[config.mk]
export PLATFORM = sky130hd
export DESIGN_NAME = i2c_gc_master
export DESIGN_NICKNAME = d
export VERILOG_FILES = /design/src/i2c_gc_pkg.sv /design/src/pin_sync.sv /design/src/baud_counter.sv /design/src/i2c_gc_master.sv
export SDC_FILE = /design/constraint.sdc
export NUM_CORES = 1
export LEC_CHECK = 0
export BUFFER_PORTS_ARGS = -buffer_cell sky130_fd_sc_hd__buf_2
export CAP_MARGIN = 10
export CORE_MARGIN = 3
export CORE_UTILIZATION = 58
export DETAILED_ROUTE_END_ITERATION = 12
export PLACE_DENSITY = 0.91
export SYNTH_ARGS = -nofsm -noshare
export SYNTH_HDL_FRONTEND = slang
export SYNTH_HIERARCHICAL = 1
export SYNTH_SLANG_ARGS = --single-unit
[constraint.sdc]
create_clock -name aclk -period 3.2 [get_ports aclk]
set_input_delay 0.32 -clock aclk [delete_from_list [all_inputs] [get_ports aclk]]
set_output_delay 0.32 -clock aclk [all_outputs]
set_load 0.02 [all_outputs]
[src/i2c_gc_pkg.sv]
package i2c_gc_pkg;
	// register byte offsets
	localparam logic [7:0] OFS_CTRL1 = 8'h00;
	localparam logic [7:0] OFS_CTRL2 = 8'h04;
	localparam logic [7:0] OFS_STAT = 8'h08;
	localparam logic [7:0] OFS_BUF = 8'h0C;
	localparam logic [7:0] OFS_ADDR = 8'h10;
	// values after reset
	localparam logic [7:0] CTRL1_RST = 8'h00;
	localparam logic [7:0] CTRL2_RST = 8'h00;
	localparam logic [7:0] STAT_RST = 8'h00;
	localparam logic [7:0] ADDR_RST = 8'h02;
	// port_mode_select codes
	localparam logic [3:0] MODE_MASTER = 4'h8;
	localparam logic [3:0] MODE_SLV7 = 4'h6;
	localparam logic [3:0] MODE_SLV10 = 4'h7;
	// fixed addresses
	localparam logic [7:0] GC_ADDR = 8'h00;
	localparam logic [4:0] TEN_HDR = 5'h1E;
	// aclk cycles per phase_two / phase_four tick
	localparam int PHASE_CYC = 2;
	localparam int BRG_W = 7;
	localparam logic [3:0] BITS_TX = 4'h9;
	localparam logic [3:0] BITS_RX = 4'h8;
	localparam logic [3:0] BITS_ACK = 4'h1;
	localparam logic [1:0] RESP_OK = 2'h0;
	localparam logic [1:0] RESP_DEC = 2'h3;

	typedef struct packed {
		logic [1:0] spare;
		logic pin_direction_bits;
		logic [3:0] port_mode_select;
		logic port_enable_bit;
	} ctrl1_t;

	typedef struct packed {
		logic general_call_enable;
		logic acknowledge_status_bit;
		logic ack_data;
		logic ack_req;
		logic rx_req;
		logic stop_request_bit;
		logic rstart_req;
		logic start_request_bit;
	} ctrl2_t;

	typedef struct packed {
		logic bus_collision_flag;
		logic write_collision_flag;
		logic serial_port_irq_flag;
		logic stop_seen;
		logic start_seen;
		logic spare;
		logic update_address_flag;
		logic buffer_full_flag;
	} stat_t;

	typedef struct packed {
		logic scl;
		logic sda;
	} pins_t;

	typedef enum {M_IDLE, M_ST_HOLD, M_ST_LOW, M_RS_LOW, M_RS_WAIT,
		M_RS_HIGH, M_RS_SDA, M_BIT_LO, M_BIT_WAIT, M_BIT_HI,
		M_SP_LOW, M_SP_WAIT, M_SP_HIGH} mst_t;

	typedef enum {K_TX, K_RX, K_ACK} kind_t;
endpackage

[src/pin_sync.sv]
`timescale 1ns/1ps
`default_nettype none
module pin_sync
	import i2c_gc_pkg::*;
(
	// clock and reset
	input wire logic aclk,
	input wire logic aresetn,
	input wire logic ce,
	// raw pins and synchronised copy
	input wire pins_t raw,
	output pins_t synced
);
	pins_t meta_r;

	// two stages; idle bus level is high so reset to ones
	always_ff @(posedge aclk) begin
		if (!aresetn) begin
			meta_r <= '1;
			synced <= '1;
		end else if (ce) begin
			meta_r <= raw;
			synced <= meta_r;
		end
	end
endmodule
`default_nettype wire

[src/baud_counter.sv]
`timescale 1ns/1ps
`default_nettype none
module baud_counter
	import i2c_gc_pkg::*;
#(
	parameter int W = BRG_W
) (
	// clock and reset
	input wire logic aclk,
	input wire logic aresetn,
	input wire logic ce,
	// control
	input wire logic load,
	input wire logic tick,
	input wire logic [W-1:0] reload,
	// status
	output logic done
);
	logic [W-1:0] cnt_r;

	// counts down on each phase tick, then parks at zero
	always_ff @(posedge aclk) begin
		if (!aresetn) begin
			cnt_r <= '0;
			done <= 1'b1;
		end else if (ce) begin
			if (load) begin
				cnt_r <= reload;
				done <= 1'b0;
			end else if (tick && cnt_r != '0) begin
				cnt_r <= cnt_r - 1'b1;
				done <= (cnt_r == {{(W-1){1'b0}}, 1'b1});
			end
		end
	end
endmodule
`default_nettype wire

[src/i2c_gc_master.sv]
// Contract
// - general call enable recognises all-zero address byte
// - shift eight bits, compare own and call
// - call match: buffer load, full, flag ninth
// - ten-bit general call skips update-address flag
// - enable plus mode; pins driven per direction
// - start/stop seen cleared by reset, disable
// - buffer write during operation: collision, dropped
// - flag on start, stop, restart, byte, ack
// - master makes clocks, start, stop, restart
// - write: address, zero direction bit, acks
// - read: address, one bit, master acks
// - ninth clock samples ack, sets flag
// - start and stop request bits; flag after
// - reload low seven bits; buffer write starts
// - counter down to zero, twice per cycle
// - after completion counter stops, clock held
// - bus clock period is two rollovers
// - released clock waits high, then reloads
// - start completes after one more timeout
// - lines low at start: collision, abort
//
// The placing of the registers and the AXI4-Lite slave port were decided locally.
`timescale 1ns/1ps
`default_nettype none
module i2c_gc_master
	import i2c_gc_pkg::*;
(
	// clock, reset, enable
	input wire logic aclk,
	input wire logic aresetn,
	input wire logic ce,
	// axi4-lite write
	input wire logic [7:0] awaddr,
	input wire logic awvalid,
	output logic awready,
	input wire logic [31:0] wdata,
	input wire logic [3:0] wstrb,
	input wire logic wvalid,
	output logic wready,
	output logic [1:0] bresp,
	output logic bvalid,
	input wire logic bready,
	// axi4-lite read
	input wire logic [7:0] araddr,
	input wire logic arvalid,
	output logic arready,
	output logic [31:0] rdata,
	output logic [1:0] rresp,
	output logic rvalid,
	input wire logic rready,
	// open-drain bus pins
	input wire logic scl_i,
	output logic scl_o,
	output logic scl_oe,
	input wire logic sda_i,
	output logic sda_o,
	output logic sda_oe
);
	ctrl1_t c1_r;
	ctrl2_t c2_r;
	stat_t st_r;
	logic [7:0] buf_r, adr_r, sh_r;
	mst_t m_r;
	kind_t kind_r;
	logic [3:0] bit_r;
	logic scl_drv_r, sda_drv_r, brg_load_r, brg_done, tick;
	logic [$clog2(PHASE_CYC)-1:0] ph_r;
	pins_t bus, bus_p_r;
	logic start_det, stop_det, master, wr_fire, rd_fire, bdone;
	logic sl_act_r, sl_addr_r, sl_hit_r, sl_ack_r, sl_load_r;
	logic sl_irq_r, sl_ua_r;
	logic [3:0] sl_bit_r;
	logic [7:0] sl_sh_r, sl_byte_r, nb;

	// address decode helper, shared by both bus channels
	function automatic logic mapped(input logic [7:0] a);
		mapped = (a == OFS_CTRL1) || (a == OFS_CTRL2) || (a == OFS_STAT)
			|| (a == OFS_BUF) || (a == OFS_ADDR);
	endfunction

	pin_sync u_sync (
		.aclk(aclk),
		.aresetn(aresetn),
		.ce(ce),
		.raw('{scl: scl_i, sda: sda_i}),
		.synced(bus)
	);

	baud_counter #(.W(BRG_W)) u_brg (
		.aclk(aclk),
		.aresetn(aresetn),
		.ce(ce),
		.load(brg_load_r),
		.tick(tick),
		.reload(adr_r[BRG_W-1:0]),
		.done(brg_done)
	);

	assign master = c1_r.port_enable_bit
		&& c1_r.port_mode_select == MODE_MASTER;
	assign wr_fire = awvalid && awready && wvalid && wready;
	assign rd_fire = arvalid && arready;
	// fresh load hides the stale done of the previous phase
	assign bdone = brg_done && !brg_load_r;
	assign start_det = bus_p_r.sda && !bus.sda && bus.scl && bus_p_r.scl;
	assign stop_det = !bus_p_r.sda && bus.sda && bus.scl && bus_p_r.scl;
	assign nb = {sl_sh_r[6:0], bus.sda};
	assign tick = (ph_r == '0);

	// phase tick generator: two decrements per instruction cycle
	always_ff @(posedge aclk) begin
		if (!aresetn) begin
			ph_r <= '0;
			bus_p_r <= '1;
		end else if (ce) begin
			ph_r <= (ph_r == ($clog2(PHASE_CYC))'(PHASE_CYC - 1)) ? '0
				: ph_r + 1'b1;
			bus_p_r <= bus;
		end
	end

	// axi handshakes; one write and one read in flight
	always_ff @(posedge aclk) begin
		if (!aresetn) begin
			awready <= 1'b0;
			wready <= 1'b0;
			bvalid <= 1'b0;
			bresp <= RESP_OK;
			arready <= 1'b0;
			rvalid <= 1'b0;
			rresp <= RESP_OK;
		end else if (ce) begin
			awready <= awvalid && wvalid && !awready && !bvalid;
			wready <= awvalid && wvalid && !awready && !bvalid;
			if (wr_fire) begin
				bvalid <= 1'b1;
				bresp <= mapped(awaddr) ? RESP_OK : RESP_DEC;
			end else if (bready) begin
				bvalid <= 1'b0;
			end
			arready <= arvalid && !arready && !rvalid;
			if (rd_fire) begin
				rvalid <= 1'b1;
				rresp <= mapped(araddr) ? RESP_OK : RESP_DEC;
			end else if (rready) begin
				rvalid <= 1'b0;
			end
		end
	end

	// read data mux; buffer read returns the last byte loaded into buf_r
	always_ff @(posedge aclk) begin
		if (!aresetn) begin
			rdata <= 32'h0000_0000;
		end else if (ce && rd_fire) begin
			case (araddr)
				OFS_CTRL1: rdata <= {24'h000000, c1_r};
				OFS_CTRL2: rdata <= {24'h000000, c2_r};
				OFS_STAT: rdata <= {24'h000000, st_r};
				OFS_BUF: rdata <= {24'h000000, buf_r};
				OFS_ADDR: rdata <= {24'h000000, adr_r};
				default: rdata <= 32'h0000_0000;
			endcase
		end
	end

	// slave address recogniser, only when not master
	always_ff @(posedge aclk) begin
		if (!aresetn || !c1_r.port_enable_bit || master) begin
			sl_act_r <= 1'b0;
			sl_addr_r <= 1'b0;
			sl_hit_r <= 1'b0;
			sl_ack_r <= 1'b0;
			sl_bit_r <= '0;
			sl_sh_r <= '0;
			sl_load_r <= 1'b0;
			sl_irq_r <= 1'b0;
			sl_ua_r <= 1'b0;
			sl_byte_r <= '0;
		end else if (ce) begin
			sl_load_r <= 1'b0;
			sl_irq_r <= 1'b0;
			sl_ua_r <= 1'b0;
			if (start_det) begin
				sl_act_r <= 1'b1;
				sl_addr_r <= 1'b1;
				sl_hit_r <= 1'b0;
				sl_bit_r <= '0;
			end else if (stop_det) begin
				sl_act_r <= 1'b0;
				sl_ack_r <= 1'b0;
			end else if (sl_act_r && bus.scl && !bus_p_r.scl) begin
				sl_bit_r <= sl_bit_r + 1'b1;
				if (sl_bit_r < BITS_RX) begin
					sl_sh_r <= nb;
				end
				if (sl_bit_r == BITS_RX - 1'b1) begin
					if (!sl_addr_r
						|| (c2_r.general_call_enable && nb == GC_ADDR)
						|| (c1_r.port_mode_select == MODE_SLV7
						&& nb[7:1] == adr_r[7:1])) begin
						sl_hit_r <= 1'b1;
						sl_load_r <= 1'b1;
						sl_byte_r <= nb;
					end else if (c1_r.port_mode_select == MODE_SLV10
						&& nb[7:3] == TEN_HDR && nb[2:1] == adr_r[2:1]) begin
						sl_hit_r <= 1'b1;
						sl_ua_r <= 1'b1;
						sl_byte_r <= nb;
						sl_load_r <= 1'b1;
					end else begin
						sl_act_r <= 1'b0;
					end
				end
			end else if (sl_act_r && !bus.scl && bus_p_r.scl) begin
				// ack driven over the ninth clock, flag at its fall
				if (sl_bit_r == BITS_RX && sl_hit_r) begin
					sl_ack_r <= 1'b1;
				end else if (sl_bit_r == BITS_TX) begin
					sl_ack_r <= 1'b0;
					sl_irq_r <= sl_hit_r;
					sl_addr_r <= 1'b0;
					sl_bit_r <= '0;
				end
			end
		end
	end

	// master engine, control and status flags
	always_ff @(posedge aclk) begin
		if (!aresetn) begin
			c1_r <= CTRL1_RST;
			c2_r <= CTRL2_RST;
			st_r <= STAT_RST;
			adr_r <= ADDR_RST;
			buf_r <= '0;
			sh_r <= '0;
			m_r <= M_IDLE;
			kind_r <= K_TX;
			bit_r <= '0;
			scl_drv_r <= 1'b0;
			sda_drv_r <= 1'b0;
			brg_load_r <= 1'b0;
		end else if (ce) begin
			brg_load_r <= 1'b0;
			// software access; sticky flags cleared by writing one
			if (wr_fire && wstrb[0]) begin
				case (awaddr)
					OFS_CTRL1: c1_r <= wdata[7:0];
					OFS_CTRL2: begin
						c2_r.general_call_enable <= wdata[7];
						c2_r.ack_data <= wdata[5];
						if (m_r == M_IDLE) begin
							c2_r.ack_req <= wdata[4];
							c2_r.rx_req <= wdata[3];
							c2_r.stop_request_bit <= wdata[2];
							c2_r.rstart_req <= wdata[1];
							c2_r.start_request_bit <= wdata[0];
						end
					end
					OFS_STAT: st_r <= st_r & ~(wdata[7:0] & 8'hE0);
					OFS_BUF: begin
						if (master && (m_r != M_IDLE || c2_r[3:0] != '0))
						begin
							st_r.write_collision_flag <= 1'b1;
						end else begin
							buf_r <= wdata[7:0];
							if (master) begin
								sh_r <= wdata[7:0];
								st_r.buffer_full_flag <= 1'b1;
								kind_r <= K_TX;
								bit_r <= '0;
								m_r <= M_BIT_LO;
								scl_drv_r <= 1'b1;
								brg_load_r <= 1'b1;
							end
						end
					end
					OFS_ADDR: begin
						adr_r <= wdata[7:0];
						st_r.update_address_flag <= 1'b0;
					end
					default: ;
				endcase
			end
			if (rd_fire && araddr == OFS_BUF) begin
				st_r.buffer_full_flag <= 1'b0;
			end
			// slave-side events
			if (sl_load_r) begin
				buf_r <= sl_byte_r;
				st_r.buffer_full_flag <= 1'b1;
			end
			if (sl_ua_r) begin
				st_r.update_address_flag <= 1'b1;
			end
			if (sl_irq_r) begin
				st_r.serial_port_irq_flag <= 1'b1;
			end
			// bus monitor: start and stop seen
			if (!c1_r.port_enable_bit) begin
				st_r.start_seen <= 1'b0;
				st_r.stop_seen <= 1'b0;
			end else if (start_det) begin
				st_r.start_seen <= 1'b1;
				st_r.stop_seen <= 1'b0;
			end else if (stop_det) begin
				st_r.stop_seen <= 1'b1;
				st_r.start_seen <= 1'b0;
			end
			if (!master) begin
				m_r <= M_IDLE;
				scl_drv_r <= 1'b0;
				sda_drv_r <= 1'b0;
			end else begin
				case (m_r)
					M_IDLE: begin
						// held levels stay; counter parked
						if (c2_r.start_request_bit) begin
							if (!bus.scl || !bus.sda) begin
								st_r.bus_collision_flag <= 1'b1;
								c2_r.start_request_bit <= 1'b0;
							end else begin
								m_r <= M_ST_HOLD;
								brg_load_r <= 1'b1;
							end
						end else if (c2_r.rstart_req) begin
							m_r <= M_RS_LOW;
							scl_drv_r <= 1'b1;
							sda_drv_r <= 1'b0;
							brg_load_r <= 1'b1;
						end else if (c2_r.stop_request_bit) begin
							m_r <= M_SP_LOW;
							scl_drv_r <= 1'b1;
							sda_drv_r <= 1'b1;
							brg_load_r <= 1'b1;
						end else if (c2_r.rx_req || c2_r.ack_req) begin
							kind_r <= c2_r.rx_req ? K_RX : K_ACK;
							bit_r <= '0;
							m_r <= M_BIT_LO;
							scl_drv_r <= 1'b1;
							sda_drv_r <= !c2_r.rx_req && !c2_r.ack_data;
							brg_load_r <= 1'b1;
						end
					end
					M_ST_HOLD: begin
						if (!bus.scl || !bus.sda) begin
							st_r.bus_collision_flag <= 1'b1;
							c2_r.start_request_bit <= 1'b0;
							m_r <= M_IDLE;
						end else if (bdone) begin
							sda_drv_r <= 1'b1;
							brg_load_r <= 1'b1;
							m_r <= M_ST_LOW;
						end
					end
					M_ST_LOW: begin
						if (bdone) begin
							c2_r.start_request_bit <= 1'b0;
							st_r.serial_port_irq_flag <= 1'b1;
							m_r <= M_IDLE;
						end
					end
					M_RS_LOW: begin
						if (bdone && bus.sda) begin
							scl_drv_r <= 1'b0;
							m_r <= M_RS_WAIT;
						end
					end
					M_RS_WAIT: begin
						if (bus.scl) begin
							brg_load_r <= 1'b1;
							m_r <= M_RS_HIGH;
						end
					end
					M_RS_HIGH: begin
						if (!bus.sda || !bus.scl) begin
							st_r.bus_collision_flag <= 1'b1;
							c2_r.rstart_req <= 1'b0;
							m_r <= M_IDLE;
						end else if (bdone) begin
							sda_drv_r <= 1'b1;
							brg_load_r <= 1'b1;
							m_r <= M_RS_SDA;
						end
					end
					M_RS_SDA: begin
						if (bdone) begin
							c2_r.rstart_req <= 1'b0;
							st_r.serial_port_irq_flag <= 1'b1;
							m_r <= M_IDLE;
						end
					end
					M_BIT_LO: begin
						// data moves a cycle after the clock is driven low,
						// so no slave sees a false start or stop
						if (kind_r == K_TX) begin
							sda_drv_r <= (bit_r < BITS_RX)
								&& !sh_r[~bit_r[2:0]];
						end
						if (bdone) begin
							scl_drv_r <= 1'b0;
							m_r <= M_BIT_WAIT;
						end
					end
					M_BIT_WAIT: begin
						// a slave may stretch; the high phase waits for it
						if (bus.scl) begin
							brg_load_r <= 1'b1;
							m_r <= M_BIT_HI;
						end
					end
					M_BIT_HI: begin
						if (bdone) begin
							scl_drv_r <= 1'b1;
							bit_r <= bit_r + 1'b1;
							if (kind_r == K_RX) begin
								sh_r <= {sh_r[6:0], bus.sda};
							end
							if (kind_r == K_TX && bit_r == BITS_TX - 1'b1) begin
								c2_r.acknowledge_status_bit <= bus.sda;
							end
							if ((kind_r == K_TX && bit_r == BITS_TX - 1'b1)
								|| (kind_r == K_RX && bit_r == BITS_RX - 1'b1)
								|| kind_r == K_ACK) begin
								// done: clock stays low, counter stops
								m_r <= M_IDLE;
								st_r.serial_port_irq_flag <= 1'b1;
								sda_drv_r <= 1'b0;
								if (kind_r == K_RX) begin
									buf_r <= {sh_r[6:0], bus.sda};
									st_r.buffer_full_flag <= 1'b1;
									c2_r.rx_req <= 1'b0;
								end
								if (kind_r == K_ACK) begin
									c2_r.ack_req <= 1'b0;
								end
							end else begin
								brg_load_r <= 1'b1;
								m_r <= M_BIT_LO;
								if (kind_r == K_TX && bit_r == BITS_RX - 1'b1) begin
									st_r.buffer_full_flag <= 1'b0;
								end
							end
						end
					end
					M_SP_LOW: begin
						if (bdone) begin
							scl_drv_r <= 1'b0;
							m_r <= M_SP_WAIT;
						end
					end
					M_SP_WAIT: begin
						if (bus.scl) begin
							brg_load_r <= 1'b1;
							m_r <= M_SP_HIGH;
						end
					end
					M_SP_HIGH: begin
						if (bdone) begin
							sda_drv_r <= 1'b0;
							c2_r.stop_request_bit <= 1'b0;
							st_r.serial_port_irq_flag <= 1'b1;
							m_r <= M_IDLE;
						end
					end
					default: m_r <= M_IDLE;
				endcase
			end
			// hardware set wins over a software clear
			if (st_r.write_collision_flag && !(wr_fire && awaddr == OFS_BUF)
				&& wr_fire && awaddr == OFS_STAT && wdata[6]) begin
				st_r.write_collision_flag <= 1'b0;
			end
		end
	end

	// pins: open drain, driven only with direction bits set
	always_ff @(posedge aclk) begin
		if (!aresetn) begin
			scl_o <= 1'b0;
			sda_o <= 1'b0;
			scl_oe <= 1'b0;
			sda_oe <= 1'b0;
		end else if (ce) begin
			scl_o <= 1'b0;
			sda_o <= 1'b0;
			scl_oe <= c1_r.pin_direction_bits && master && scl_drv_r;
			sda_oe <= c1_r.pin_direction_bits
				&& (master ? sda_drv_r : sl_ack_r);
		end
	end
endmodule
`default_nettype wire

==> impl_metrics.toml <==
[run_status]
run_status = "completed"

[placed_design]
io_buffer_count = 53
detailed_place.area_sq_um = 9110
place_inst = 1268
gp_congestion = 0.985
post-place-ws_ps = 3.98
hpwlAfterDp_um = 16600

[drt]
drt-vias-per-instance = 6.44
drc = 0
drt_pass1_iterations = 8
num_vias = 8367
detail_route.iter0.violations = 1337
drt.antenna.violating_nets = 0
detail_route.wl_per_cell_um = 18.9
routed_wirelength_um = 24600

[setup_path]
endpoint = "m_r[15]"
r2r_end = "m_r[15]"
critPathArrivalTime_ps = 3300
path_class = "register to register"
cp.buffers_inverters = 0
critical_path.startpoint = "c1_r[4]"
critPathMaxStageDelay_ps = 710
critical_path_sink_type = "register"
cpLargestDelayFamily = "simple AND/OR/NAND/NOR gates"
critical_path_cell_count = 7
critical_path.startpoint_type = "register"
regToRegSetupSlack_ps = 270
data_required_time_of_the_critical_path_ps = 3580
rr_worst_depth = 7
worst_r2r_startpoint = "c1_r[4]"
worst-path-max-fanout = 28
crit_path_cell_trace = "nand2_1 > nor4_2 > nor2_1 > nor2_2 > o311ai_0 > a21oi_2 > and2_1"
critical-path-slowest-cell = "a21oi_2"

[synthesis]
synth_enable_flop_cells = 0
ys_warn_count = 6
netlist-cell-type-count = 81
seq_area_frac_synth = 0.401
yosys.area.top_type = "dfxtp_1"
synth_top_cells_by_area = "dfxtp_1 (40%), a21oi_1 (5.2%), nor2_1 (4.8%)"
cell_area_synth_sq_um = 8750
synth-main-ff-cell = "dfxtp_1"
synthMostInstantiatedCell = "dfxtp_1"
asyncSetResetFlopFracSynth = 0
postSynthCellCount = 1068
ys_top_cells_by_count = "dfxtp_1 (175), nor2_1 (111), nand2_1 (101), a21oi_1 (90), and2_1 (64)"
synth_largest_type_area_fraction = 0.401
avgSynthCellArea_sq_um = 8.19
flops_latches_synth = 175

[floorplanning]
die_height_um = 129
initial_core_util = 0.597
core_area_sq_um = 14600
die_area_sq_um = 16600
i_o_pin_count = 107
floorplan.die.width_um = 129
std_cell_rows = 44

[timing]
setup_ws_final_ps = 273
timing.fmax_mhz = 342
worstMarginPinSlew_ps = 988
slew_margin_rel = 0.339
layout_worst_path_cycle_share = 0.915
unrepaired_setup_endpoints_after_global_routing = "false"
timing.clock.skew_ps = 6.53
fin_crit_ps = 2930
timing_hold_violations_final = 0
finalMaxSlewViolations = 0
setup-tns-final_ps = 0
timing.hold.ws_ps = 104
report.final.setup_viol = 0

[power]
p_per_area_nw_per_um2 = 523
p_leak_nw = 3.80
worst_vdd_ir_v = 0.000490
overall_power_mw = 5.09

[cells_and_area]
area_growth_pct = 11.2
ratio_of_cells_with_drive_above_1_in_the_final_layout = 0.147
finalCoreUtilization = 0.664
stdcell_area_sq_um = 9730
nets = 1172
stdcell_count = 1300
antenna_cells = 0

[worst_hold_path]
timing.hold.worst.class = "input port to register"
hold_path_depth = 3

[clock_tree]
postCtsHoldBufs = 0
clk_sink_count = 175
cts.path.max_buffers = 2
htree_levels = 4
cts_tree = "built"
root_buffer = "clkbuf_16"
cts.reportedPaths.clkPinSlew_ps = 70
numCtsBuffers = 17
clock_insertion_delay_worst_skew_ps = 440
post_cts_buffers = 0

[flow_run]
maxCapViolations = 0

[global_routing]
vias_in_the_first_global_route = 7749
antenna_found_initial = 0
grt.overflow.total = 0
grt_start_max_net_pins = 41
global_route.usage.total = 0.296
wire_length_of_the_first_global_routing_pass_um = 39600
-- sequential cells by signal (all words and copies together) (netlist names), 4 cells and up --
name and cells:
st_r 7, c2_r 8, u_brg/cnt_r 7, kind_r 32
sl_byte_r 8, sh_r 8, m_r 32, buf_r 8
sl_sh_r 7, bit_r 4, sl_bit_r 4, c1_r 8
rdata 8, adr_r 8
-- placed cells by master (no fill, tap or decap), types with 5 or more instances in the layout --
cell type,n
a21o_1,5
a21oi_1,90
a222oi_1,7
a22o_1,10
a22oi_1,5
a31oi_1,15
and2_1,64
and3_1,9
buf_2,53
buf_4,38
clkbuf_16,17
conb_1,26
dfxtp_1,175
ha_1,7
inv_1,25
mux2_2,15
mux2i_1,26
nand2_1,101
nand2b_1,7
nand3_1,30
nand3b_1,5
nand4_1,19
nand4b_1,6
nor2_1,110
nor2b_1,7
nor3_1,24
nor4_1,21
o211ai_1,6
o21ai_0,61
o221ai_2,8
o32ai_1,6
or2_2,5
or4_1,5
xnor2_1,6
xor2_1,6
-- worst min-delay path by stage --
stage                     startpoint          endpoint  slack [ps]
after floorplan              aresetn  u_sync/meta_r[0]         380
after global placement        m_r[8]            m_r[8]         440
after detailed placement   kind_r[7]         kind_r[7]         440
after CTS                      sda_i  u_sync/meta_r[0]         100
after global routing           sda_i  u_sync/meta_r[0]         120
final                          scl_i  u_sync/meta_r[1]         100
-- layout make-up --
type / count / area (sq um)
fill: 1122 / 4920
multi-input combinational: 791 / 4730
sequential: 175 / 3500
timing repair buffer: 91 / 551
clock buffer: 20 / 457
tap: 184 / 230
clock inverter: 12 / 156
inverter: 27 / 101
-- kinds of logic (layout without fill, tap and decap cells) --
kind of cell | after synthesis | count (layout) | share of synthesized area
multiplexers | 43 | 43 | 0.0542
XOR/XNOR | 12 | 12 | 0.0120
buffers and inverters | 127 | 150 | 0.0704
flip-flops | 175 | 175 | 0.401
other | 1 | 26 | 0.000429
adder cells (fa/ha/maj) | 7 | 7 | 0.0100
AO/OA/AOI/OAI | 264 | 264 | 0.197
AND/OR/NAND/NOR | 439 | 439 | 0.255
-- repair_timing --
item	CTS	global route
setup endpoints to repair	28	0
endpoints found under the hold margin	0	0
resized for setup	1	0
-- worst reg2reg max path, cell delays in order, from the launching register on --
cell	delay, ps
dfxtp_1	390
nand2_1	110
nor4_2	350
nor2_1	140
nor2_2	600
o311ai_0	330
a21oi_2	710
and2_1	240
-- metal layers --
layer	wire length, um	part of all wire	GRT usage	vias to the layer above
met5	0	0	0	-
met4	1080	0.044	0.140	0
met3	2970	0.12	0.0693	110
met2	10700	0.44	0.442	602
met1	9840	0.40	0.407	3826
li1	-	-	-	3829
-- report_power, final --
group          leakage [nW]  total [mW]  switching (mW)  internal, mW
sequential             1.41        2.29          0.0560          2.23
combinational          2.09       0.638           0.404         0.234
clock                 0.295        2.16           0.888          1.27
total                  3.80        5.09            1.35          3.74
No activity file was read; power rests on OpenSTA's default activity.
